<file path="src/rtl/tse_map.vh">
`ifndef TSE_MAP_VH
`define TSE_MAP_VH
// Register offsets (byte addresses)
`define TSE_REG_CTRL   8'h00
`define TSE_REG_TBASE  8'h04
`define TSE_REG_STATE  8'h08
`define TSE_REG_ISTAT  8'h0c
`define TSE_REG_IMASK  8'h10
// Control register fields
`define TSE_CTRL_ET    0
`define TSE_CTRL_S     1
`define TSE_CTRL_PS    2
`define TSE_CTRL_CWP   8
// Status register fields
`define TSE_ST_ERR     0
`define TSE_ST_BUSY    1
`define TSE_ST_TT      8
// Interrupt event bits
`define TSE_EV_TAKEN   0
`define TSE_EV_ERROR   1
`define TSE_EV_RESET   2
`define TSE_EV_W       3
// Exception flag indices, highest priority first
`define TSE_F_DSTORE   0
`define TSE_F_IACCERR  1
`define TSE_F_RFERR    2
`define TSE_F_IACCEXC  3
`define TSE_F_PRIV     4
`define TSE_F_ILLEGAL  5
`define TSE_F_FPDIS    6
`define TSE_F_CPDIS    7
`define TSE_F_FLUSH    8
`define TSE_F_WOVF     9
`define TSE_F_WUNF     10
`define TSE_F_ALIGN    11
`define TSE_F_FPEXC    12
`define TSE_F_CPEXC    13
`define TSE_F_DACCERR  14
`define TSE_F_DACCEXC  15
`define TSE_F_TAGOVF   16
`define TSE_F_DIVZERO  17
`define TSE_F_SWTRAP   18
`define TSE_NFLAGS     19
// Flags cleared after selection (errors 0,1,2,14 are kept)
`define TSE_CLR_MASK   19'h7bff8
// Trap type codes
`define TSE_TT_DSTORE  8'h2b
`define TSE_TT_IACCERR 8'h21
`define TSE_TT_RFERR   8'h20
`define TSE_TT_IACCEXC 8'h01
`define TSE_TT_PRIV    8'h03
`define TSE_TT_ILLEGAL 8'h02
`define TSE_TT_FPDIS   8'h04
`define TSE_TT_CPDIS   8'h24
`define TSE_TT_FLUSH   8'h25
`define TSE_TT_WOVF    8'h05
`define TSE_TT_WUNF    8'h06
`define TSE_TT_ALIGN   8'h05
`define TSE_TT_FPEXC   8'h28
`define TSE_TT_CPEXC   8'h28
`define TSE_TT_DACCERR 8'h29
`define TSE_TT_DACCEXC 8'h09
`define TSE_TT_TAGOVF  8'h0a
`define TSE_TT_DIVZERO 8'h29
`define TSE_TT_IRQHI   4'h1
// Counter step and reset vectors
`define TSE_PC_STEP    32'h00000004
`define TSE_RST_PC     32'h00000000
`define TSE_RST_NPC    32'h00000004
`endif

</file>
<file path="src/rtl/tse_trap_unit.v">
`timescale 1ns/1ps
`include "tse_map.vh"

// Behaviour
// RULE1: Select first, then update state in later cycles
// RULE2: Reset trap ignores enable, keeps trap code
// RULE3: Trap while disabled enters halted error state
// RULE4: Entry clears enable, saves supervisor, decrements window
// RULE5: Save counters into locals, annul shifts them
// RULE6: Set supervisor, jump to trap base
// RULE7: Reset trap jumps to zero, clears reset flag
// RULE8: Store, fetch, register-file errors rank highest
// RULE9: Fetch exception, privileged, illegal follow
// RULE10: Fp disabled, cp disabled, flush follow
// RULE11: Window overflow then underflow
// RULE12: Misaligned address after underflow, code as printed
// RULE13: Fp then cp exception, shared printed code
// RULE14: Data error, data exception, tag overflow
// RULE15: Divide by zero after tag overflow
// RULE16: Software trap code is one plus number
// RULE17: Nonzero interrupt level lowest, code 0001 plus level
// RULE18: Clear listed flags after selection, keep errors
// RULE19: Error state halts issue until reset trap
module tse_trap_unit #(
	parameter WIN_COUNT = 8,         // Implemented register windows
	parameter CWP_W     = 5          // Window pointer width
) (
	// Clock and reset
	input  wire              mclk,
	input  wire              reset_n,
	// Register port
	input  wire [7:0]        regAddr,
	input  wire [31:0]       regWrData,
	input  wire              regWr,
	input  wire              regRd,
	output reg  [31:0]       regRdData,
	// Exception events from the pipeline
	input  wire [18:0]       excEvent,
	input  wire [6:0]        swTrapNum,
	input  wire [3:0]        irqLevelIn,
	input  wire              resetTrapReq,
	// Pipeline counters and annul
	input  wire [31:0]       pcIn,
	input  wire [31:0]       npcIn,
	input  wire              annulIn,
	output reg               annulClear,
	// Local register saves
	output reg               localSaveEn,
	output reg  [31:0]       local17Data,
	output reg  [31:0]       local18Data,
	// Fetch redirect
	output reg               redirectEn,
	output reg  [31:0]       programCounter,
	output reg  [31:0]       nextProgramCounter,
	// Processor state
	output reg               trapsAllowedBit,
	output reg               supervisorFlag,
	output reg               priorSupervisorFlag,
	output reg  [CWP_W-1:0]  currentWindowPointer,
	output reg  [7:0]        trapTypeCode,
	output reg               errorMode,
	output wire              executeMode,
	output wire              issueStall,
	// Interrupt
	output wire              irq
);

	// Trap walk in short:
	// - events set sticky flags; a nonzero level is latched the same way
	// - a pending trap moves RUN to SEL, where only the code is chosen
	// - ENT turns traps off, saves the supervisor bit and rotates the window
	// - SAVE hands the counter pair to the locals, honouring a pending annul
	// - REDIR enters supervisor and points fetch at the handler or at zero
	// A trap other than a reset trap, taken with traps off, parks the unit in ERR with issue stalled.
	// Each step costs one clock; the pipeline must hold issue while busy.
	// Software writes to the control fields lose against a step
	// that updates the same field in that cycle.

	// Sequencer states
	// One trap walks RUN, SEL, ENT, SAVE, REDIR and back to RUN.
	// SEL only latches the code, or the halt when traps are off; the control fields do not move there.
	// ERR is a dead end that only a reset trap can leave.
	// Codes are dense; unused codes fall back to RUN.
	localparam ST_RUN   = 3'd0;
	localparam ST_SEL   = 3'd1;
	localparam ST_ENT   = 3'd2;
	localparam ST_SAVE  = 3'd3;
	localparam ST_REDIR = 3'd4;
	localparam ST_ERR   = 3'd5;

	// Highest window index, cut to the pointer width where it is used
	// Software must keep the pointer below the window count
	localparam [31:0] CWP_LAST = WIN_COUNT - 1;

	// Sequencer and latched trap inputs
	reg  [2:0]                state;         // Sequencer state
	reg  [`TSE_NFLAGS-1:0]    excFlag;       // Pending exception flags
	reg  [6:0]                swNum;         // Latched software trap number
	reg  [3:0]                irqLevel;      // Latched interrupt level
	reg                       resetTrap;     // Reset trap pending
	// Software visible registers
	reg  [31:0]               trapBase;      // Trap base register
	reg  [`TSE_EV_W-1:0]      intStat;       // Sticky events
	reg  [`TSE_EV_W-1:0]      intMask;       // Event mask
	// Helpers that never leave the block
	reg  [`TSE_EV_W-1:0]      evPulse;       // Events this cycle
	reg  [7:0]                selCode;       // Winning code
	// Decoded conditions
	wire                      trapPending;   // Any trap condition
	wire                      clrFlags;      // Selection done this cycle

	// Some causes share one code value; rank alone tells them apart,
	// so a handler cannot tell such a pair from the code by itself.
	// Index and code tables must be kept in step with each other.
	// Unused indices give zero, which no cause uses.
	// Code of one flag index; software trap handled by caller
	function [7:0] flagCode;
		input [4:0] idx;
		begin
			case (idx)
				`TSE_F_DSTORE:  flagCode = `TSE_TT_DSTORE;  // [RULE8]
				`TSE_F_IACCERR: flagCode = `TSE_TT_IACCERR; // [RULE8]
				`TSE_F_RFERR:   flagCode = `TSE_TT_RFERR;   // [RULE8]
				`TSE_F_IACCEXC: flagCode = `TSE_TT_IACCEXC; // [RULE9]
				`TSE_F_PRIV:    flagCode = `TSE_TT_PRIV;    // [RULE9]
				`TSE_F_ILLEGAL: flagCode = `TSE_TT_ILLEGAL; // [RULE9]
				`TSE_F_FPDIS:   flagCode = `TSE_TT_FPDIS;   // [RULE10]
				`TSE_F_CPDIS:   flagCode = `TSE_TT_CPDIS;   // [RULE10]
				`TSE_F_FLUSH:   flagCode = `TSE_TT_FLUSH;   // [RULE10]
				`TSE_F_WOVF:    flagCode = `TSE_TT_WOVF;    // [RULE11]
				`TSE_F_WUNF:    flagCode = `TSE_TT_WUNF;    // [RULE11]
				`TSE_F_ALIGN:   flagCode = `TSE_TT_ALIGN;   // [RULE12]
				`TSE_F_FPEXC:   flagCode = `TSE_TT_FPEXC;   // [RULE13]
				`TSE_F_CPEXC:   flagCode = `TSE_TT_CPEXC;   // [RULE13]
				`TSE_F_DACCERR: flagCode = `TSE_TT_DACCERR; // [RULE14]
				`TSE_F_DACCEXC: flagCode = `TSE_TT_DACCEXC; // [RULE14]
				`TSE_F_TAGOVF:  flagCode = `TSE_TT_TAGOVF;  // [RULE14]
				`TSE_F_DIVZERO: flagCode = `TSE_TT_DIVZERO; // [RULE15]
				default:        flagCode = 8'h00;
			endcase
		end
	endfunction

	// Any flag or a nonzero level asks for a trap
	assign trapPending = (|excFlag) | (irqLevel != 4'h0);
	// Flags drop on the edge that leaves selection
	assign clrFlags    = (state == ST_SEL);
	// Run flag is the inverse of the halt
	assign executeMode = ~errorMode;
	// Issue holds for the whole trap walk and while halted
	assign issueStall  = (state != ST_RUN);      // [RULE19]
	// Level interrupt from unmasked sticky bits
	assign irq         = |(intStat & intMask);

	// Interrupt level is the floor; any flag overrides it.
	// A loop keeps the rank order in one place, the flag index.
	// Priority encoder: scan from lowest so highest wins
	integer i;
	always @* begin
		selCode = 8'h00;
		if (irqLevel != 4'h0)
			selCode = {`TSE_TT_IRQHI, irqLevel};       // [RULE17]
		for (i = `TSE_NFLAGS - 1; i >= 0; i = i - 1) begin
			if (excFlag[i]) begin
				if (i == `TSE_F_SWTRAP)
					selCode = {1'b1, swNum};         // [RULE16]
				else
					selCode = flagCode(i[4:0]);
			end
		end
	end

	// Error flags 0, 1, 2 and 14 survive selection and retrap
	// with traps off, which parks the unit in the error state.
	// Only a full reset drops them.
	// Exception flags: new events win over the clear
	always @(posedge mclk) begin
		if (!reset_n) begin
			excFlag  <= {`TSE_NFLAGS{1'b0}};
			swNum    <= 7'h00;
			irqLevel <= 4'h0;
		end else begin
			if (clrFlags)
				excFlag <= (excFlag & ~`TSE_CLR_MASK) | excEvent; // [RULE18]
			else
				excFlag <= excFlag | excEvent;
			// Trap number held with its flag
			if (excEvent[`TSE_F_SWTRAP])
				swNum <= swTrapNum;
			// Interrupt level follows requests, clears on selection
			if (irqLevelIn != 4'h0)
				irqLevel <= irqLevelIn;
			else if (clrFlags)
				irqLevel <= 4'h0;                      // [RULE18]
		end
	end

	// Trap sequencer and processor state
	// Power-up behaves like a reset trap so the counters
	// and the window are set up the same way as later.
	// Pulses default low and are raised for one cycle only.
	// Control fields come up as supervisor with traps off.
	always @(posedge mclk) begin
		if (!reset_n) begin
			state                <= ST_RUN;
			resetTrap            <= 1'b1;   // Power-up runs a reset trap
			errorMode            <= 1'b0;
			trapTypeCode         <= 8'h00;
			trapsAllowedBit      <= 1'b0;
			supervisorFlag       <= 1'b1;
			priorSupervisorFlag  <= 1'b0;
			currentWindowPointer <= {CWP_W{1'b0}};
			trapBase             <= 32'h00000000;
			programCounter       <= `TSE_RST_PC;
			nextProgramCounter   <= `TSE_RST_NPC;
			local17Data          <= 32'h00000000;
			local18Data          <= 32'h00000000;
			localSaveEn          <= 1'b0;
			redirectEn           <= 1'b0;
			annulClear           <= 1'b0;
			evPulse              <= {`TSE_EV_W{1'b0}};
		end else begin
			localSaveEn <= 1'b0;
			redirectEn  <= 1'b0;
			annulClear  <= 1'b0;
			evPulse     <= {`TSE_EV_W{1'b0}};
			if (resetTrapReq)
				resetTrap <= 1'b1;
			// Software writes; the sequencer below overrides
			if (regWr && regAddr == `TSE_REG_CTRL) begin
				trapsAllowedBit      <= regWrData[`TSE_CTRL_ET];
				supervisorFlag       <= regWrData[`TSE_CTRL_S];
				priorSupervisorFlag  <= regWrData[`TSE_CTRL_PS];
				currentWindowPointer <= regWrData[`TSE_CTRL_CWP +: CWP_W];
			end
			if (regWr && regAddr == `TSE_REG_TBASE)
				trapBase <= regWrData;
			case (state)
				// Running: wait for a trap condition
				// A request still in flight counts as pending
				ST_RUN: begin
					if (resetTrap || resetTrapReq || trapPending)
						state <= ST_SEL;         // [RULE1]
				end

				// Selection: the code is latched, or the halt entered; control fields untouched yet
				// Reset trap ranks above the enable and the code
				ST_SEL: begin
					if (resetTrap) begin
						state <= ST_ENT;         // [RULE2]
					end else if (!trapsAllowedBit) begin
						errorMode <= 1'b1;       // [RULE3]
						evPulse[`TSE_EV_ERROR] <= 1'b1;
						state <= ST_ERR;
					end else begin
						trapTypeCode <= selCode; // [RULE8]
						state <= ST_ENT;
					end
				end

				// Disable traps, save supervisor, rotate window
				ST_ENT: begin
					trapsAllowedBit     <= 1'b0;           // [RULE4]
					priorSupervisorFlag <= supervisorFlag; // [RULE4]
					// Window zero wraps to the highest implemented window
					if (currentWindowPointer == {CWP_W{1'b0}})
						currentWindowPointer <= CWP_LAST[CWP_W-1:0]; // [RULE4]
					else
						currentWindowPointer <= currentWindowPointer - 1'b1;
					state <= ST_SAVE;
				end

				// Save counter pair into locals 17 and 18
				// Stall froze the counters, so this is the trapped pair
				ST_SAVE: begin
					localSaveEn <= 1'b1;
					if (!annulIn) begin
						local17Data <= pcIn;             // [RULE5]
						local18Data <= npcIn;            // [RULE5]
					end else begin
						local17Data <= npcIn;            // [RULE5]
						local18Data <= npcIn + `TSE_PC_STEP;
						annulClear  <= 1'b1;             // [RULE5]
					end
					state <= ST_REDIR;
				end

				// Enter supervisor and redirect fetch
				// A request here keeps the reset flag for one more pass
				ST_REDIR: begin
					supervisorFlag <= 1'b1;                  // [RULE6]
					redirectEn     <= 1'b1;
					if (!resetTrap) begin
						programCounter     <= trapBase;      // [RULE6]
						nextProgramCounter <= trapBase + `TSE_PC_STEP;
						evPulse[`TSE_EV_TAKEN] <= 1'b1;
					end else begin
						programCounter     <= `TSE_RST_PC;   // [RULE7]
						nextProgramCounter <= `TSE_RST_NPC;  // [RULE7]
						resetTrap          <= resetTrapReq;  // [RULE7]
						evPulse[`TSE_EV_RESET] <= 1'b1;
					end
					state <= ST_RUN;
				end

				// Halted: only a reset trap leaves
				// Pending flags stay; the reset trap ignores them
				ST_ERR: begin
					if (resetTrap || resetTrapReq) begin
						errorMode <= 1'b0;                   // [RULE19]
						state     <= ST_SEL;
					end
				end
				default: state <= ST_RUN;
			endcase
		end
	end

	// Event pulses come one cycle after the step that caused them.
	// Masking only gates the line; status still records events.
	// Sticky interrupt status; an event beats a write-one clear
	always @(posedge mclk) begin
		if (!reset_n) begin
			intStat <= {`TSE_EV_W{1'b0}};
			intMask <= {`TSE_EV_W{1'b0}};
		end else begin
			if (regWr && regAddr == `TSE_REG_ISTAT)
				intStat <= (intStat & ~regWrData[`TSE_EV_W-1:0]) | evPulse;
			else
				intStat <= intStat | evPulse;
			if (regWr && regAddr == `TSE_REG_IMASK)
				intMask <= regWrData[`TSE_EV_W-1:0];
		end
	end

	// Register map:
	// 0x00 control: enable, supervisor, prior supervisor, window pointer
	// 0x04 trap base address, full word
	// 0x08 state, read only: halt, busy, last trap code
	// 0x0c event status, write one to clear
	// 0x10 event mask, same layout as status
	// Data stands for one cycle only, so a late look sees zero.
	// Read data one cycle after the strobe; unmapped reads zero
	always @(posedge mclk) begin
		if (!reset_n) begin
			regRdData <= 32'h00000000;
		end else if (regRd) begin
			regRdData <= 32'h00000000;
			case (regAddr)
				`TSE_REG_CTRL: begin
					regRdData[`TSE_CTRL_ET] <= trapsAllowedBit;
					regRdData[`TSE_CTRL_S]  <= supervisorFlag;
					regRdData[`TSE_CTRL_PS] <= priorSupervisorFlag;
					regRdData[`TSE_CTRL_CWP +: CWP_W] <= currentWindowPointer;
				end
				`TSE_REG_TBASE: regRdData <= trapBase;
				`TSE_REG_STATE: begin
					regRdData[`TSE_ST_ERR]    <= errorMode;
					regRdData[`TSE_ST_BUSY]   <= (state != ST_RUN);
					regRdData[`TSE_ST_TT +: 8] <= trapTypeCode;
				end
				`TSE_REG_ISTAT: regRdData[`TSE_EV_W-1:0] <= intStat;
				`TSE_REG_IMASK: regRdData[`TSE_EV_W-1:0] <= intMask;
				default: regRdData <= 32'h00000000;
			endcase
		end else begin
			regRdData <= 32'h00000000;
		end
	end

endmodule

</file>
<file path="config.mk">
export PLATFORM = sky130hd
export DESIGN_NAME = tse_trap_unit
export DESIGN_NICKNAME = d
export VERILOG_FILES = /design/src/rtl/tse_trap_unit.v
export VERILOG_INCLUDE_DIRS = /design/src /design/src/rtl
export SDC_FILE = /design/constraint.sdc
export NUM_CORES = 1
export LEC_CHECK = 0
export BUFFER_PORTS_ARGS = -buffer_cell sky130_fd_sc_hd__buf_4
export CORE_UTILIZATION = 45
export DETAILED_ROUTE_END_ITERATION = 16
export HOLD_SLACK_MARGIN = 0.03
export PLACE_DENSITY = 0.82
export SYNTH_ARGS = -nofsm -noshare
export SYNTH_HDL_FRONTEND = slang
export SYNTH_SLANG_ARGS = --single-unit
</file>
<file path="constraint.sdc">
create_clock -name mclk -period 2.5 [get_ports mclk]
set_clock_uncertainty 0.1 [all_clocks]
set_input_delay 0.5 -clock mclk [delete_from_list [all_inputs] [get_ports mclk]]
set_output_delay 0.5 -clock mclk [all_outputs]
set_load 0.02 [all_outputs]
</file>
==> results_dict.tcl <==
set metrics [dict create \
    post_cts_resize_count 0 \
    worst_r2r_path_depth 6 \
    htreeDepth 1 \
    setup_slack_ns 0.216 \
    async_flop_share_pct 0 \
    place_worst_setup_slack_ns 0.147 \
    grt_start_max_net_pins 90 \
    gr-usage-all-layers_pct 24.7 \
    rsz0062_at_grt "false" \
    grt_pass1_wl_mm 48.4 \
    yosys.cell_types.count 60 \
    cts_tree "yes" \
    max_slew_margin_pct 56.5 \
    final-max-slew-violation-count 0 \
    layoutNonFillerInstCount 1816 \
    synth_instances 1191 \
    clkSlewWorstSetupHoldPaths_ns 0.06 \
    ys_warn_count 0 \
    yosysSeqAreaShare_pct 48.2 \
    cell_area_power_density_nw_per_um2 649 \
    critPathSlowestCell "dfxtp_1" \
    dr_wl_met3_mm 2.29 \
    cp_data_required_time_ns 2.87 \
    clock_latency_ns 0.53 \
    number_of_placed_instances_taps_included 1768 \
    drt_pre_antenna_iters 5 \
    element_type_at_the_critical_path_end "flip-flop" \
    hold-worst-slack_ns 0.0750 \
    gpl.final_weighted_congestion 0.911 \
    final-seq-area_sq_um 5060 \
    timing.critical_path.arrival_ns 2.65 \
    synthMostInstantiatedCell "dfxtp_1" \
    die_area_sq_um 24000 \
    synth_largest_area_cell "dfxtp_1" \
    tightest_slew_ns 0.644 \
    via_per_inst 5.53 \
    yosys-top-cells-count "dfxtp_1 (253), nand2_1 (132), nor2_1 (110), clkbuf_1 (79), a21oi_1 (72)" \
    hold_path.startpoint "excEvent[6]" \
    whs_endpoint "excFlag[6]" \
    power.sequential.fraction_pct 45.7 \
    postSynthAreaPerCell_sq_um 8.83 \
    postRouteAntennaNets 0 \
    core_area_sq_um 22800 \
    postCtsSetupRepairBufs 0 \
    vias 10046 \
    worst_hold_path_type "in2reg" \
    crit_path_start_kind "flip-flop" \
    top_signal_layer_used "met4" \
    area_share_of_the_largest_cell_type_after_synthesis_pct 48.2 \
    max-cap-violations 0 \
    worstPathCellList "nand4bb_1 -> or2_2 -> inv_2 -> buf_4 -> o211ai_1 -> nand3_1" \
    status "finished clean" \
    rows 55 \
    floorplan.initialDensity_pct 46.1 \
    hold_fails_final_rpt 0 \
    cts_made_buffers 27 \
    worst_path_largest_cell_delay_ns 0.56 \
    finalWirelength_mm 30.4 \
    worstReg2RegStart "state[2]" \
    holdBufCountCts 0 \
    wl_cell_um 16.7 \
    final.setup.tns_ns 0 \
    cts-root-to-sink-buffers 3 \
    multi_input_combinational_cell_area_sq_um 5020 \
    share_of_final_layout_standard_cells_stronger_than_drive_strength_1_pct 28.3 \
    cp.buffers_inverters 2 \
    detailedRoute.firstIterationViolations 607 \
    layout.filler_cells 1909 \
    setup.reg_to_reg.worst_slack_ns 0.22 \
    finalWorstPathRequiredPeriod_ns 2.28 \
    p_int_uw 7040 \
    drcViolationCount 0 \
    worst_setup_path_type "reg2reg" \
    cts-root-buf "clkbuf_16" \
    timing.final.crit_share_pct 91.4 \
    whs_path_depth 3 \
    power.combinational.fraction_pct 9.6 \
    ys_ff_latch 253 \
    die_width_um 155 \
    syn-num-nets 1334 \
    number_of_antenna_violations_at_the_first_check_in_global_routing 0 \
    maxClockFrequency_ghz 0.438 \
    critical-path-top-delay-family "simple AND/OR/NAND/NOR gates" \
    cellLeakagePower_uw 0.00596 \
    synth_top_flop_cell "dfxtp_1" \
    chipHeight_um 155 \
    synth_area_sq_um 10500 \
    grt-ovfl-total 0 \
    routedLengthMet1_mm 12.9 \
    flow.area_growth_from_synthesis_pct 35.2 \
    netSwitchingPower_uw 2190 \
    synth-edff-count 0 \
    number_of_primary_i_o_pins 323 \
    numPortBuffers 322 \
    met2RoutedLength_mm 14.4 \
    nNetsFinal 1627 \
    r2r-end "nextProgramCounter[24]" \
    hpwlAfterDp_mm 22.2 \
    final_core_util_pct 62.4 \
    vias_in_the_first_global_route 9419 \
    yosys-top-cells-area "dfxtp_1 (48%), mux2i_1 (5.0%), nand2_1 (4.7%), nor2_1 (3.9%), a211oi_1 (3.5%)" \
    power.ir.vdd_worst_mv 0.533 \
    switching_share_pct 23.7 \
    share_clk_of_total_power_pct 44.6 \
    tritoncts_num_sinks 253 \
    setup_viol 0 \
    diodes 0 \
    critical_path.max_fanout 28 \
]
power by group through the flow:
stage	clock (uW)	combinational, uW	sequential (uW)
6_report	4120	890	4220
5_1_grt	4360	964	4230
4_1_cts	4200	890	4220
3_5_place_dp	0	887	4300
3_3_place_gp	0	871	4300
2_1_floorplan	0	395	4360
registers in the layout, summed over array words and instances, names as in the netlist:
| signal | flops |
|---|---|
| resetTrap | 1 |
| trapsAllowedBit | 1 |
| regRdData | 32 |
| local18Data | 32 |
| supervisorFlag | 1 |
| currentWindowPointer | 5 |
| excFlag | 19 |
| state | 3 |
| trapTypeCode | 8 |
| priorSupervisorFlag | 1 |
| errorMode | 1 |
| nextProgramCounter | 30 |
| irqLevel | 4 |
| redirectEn | 1 |
| trapBase | 32 |
| evPulse | 3 |
| intMask | 3 |
| intStat | 3 |
| localSaveEn | 1 |
| annulClear | 1 |
| local17Data | 32 |
| programCounter | 32 |
| swNum | 7 |
metrics by stage:
stage,total power [uW],cell area [sq um]
5_1_grt,9550,14200
4_1_cts,9310,14200
6_report,9220,14200
2_1_floorplan,4750,10500
3_5_place_dp,5190,13300
3_3_place_gp,5170,13300
cell families after synthesis:
kind of cell / count (synthesis) / share of synthesized area, %
AND/OR/NAND/NOR: 466 / 22.4
adder cells (fa/ha/maj): 3 / 0.357
multiplexers: 56 / 5.37
flip-flops: 253 / 48.2
AO/OA/AOI/OAI: 277 / 17.5
buffers and inverters: 112 / 4.20
XOR/XNOR: 24 / 2.00
tightest hold or removal path, cell delays in order:
cell and delay (ns):
buf_4 0.08, a21oi_1 0.03, nor2_1 0.06
layout make-up:
cell class                      instances  share of cell area (%)
Inverter                               18                   0.493
Sequential cell                       253                    35.6
Tap cell                              313                    2.76
Multi-Input combinational cell        826                    35.3
Timing Repair Buffer                  358                    19.3
Clock inverter                         12                    1.06
Clock buffer                           36                    5.49
worst max path at each step:
| stage | startpoint | end | slack, ns | cells past startpoint |
|---|---|---|---|---|
| after floorplan | reset_n | nextProgramCounter[26] | 0.33 | 7 |
| final | state[2] | nextProgramCounter[24] | 0.22 | 6 |
| after global placement | npcIn[9] | local18Data[22] | 0.17 | 5 |
| after global routing | state[2] | nextProgramCounter[24] | 0.005 | 6 |
| after detailed placement | npcIn[9] | local18Data[22] | 0.15 | 5 |
| after CTS | state[2] | nextProgramCounter[24] | 0.21 | 6 |
cell usage in the layout, fill, tap and decap left out, types with 28 or more instances in the layout:
master and count:
a211oi_1 49, nand3_1 47, a22o_1 32, and2_1 28, dfxtp_1 253, o21ai_0 45, buf_4 354, nand2_1 132
nor2_1 110, mux2i_1 53, a21oi_1 72
layer usage:
metal / GRT usage, % / vias up
met5: 0 / -
met4: 7.83 / 0
met3: 5.91 / 60
met2: 41.5 / 414
met1: 31.1 / 4680
li1: - / 4892
No activity file was read; power rests on OpenSTA's default activity.
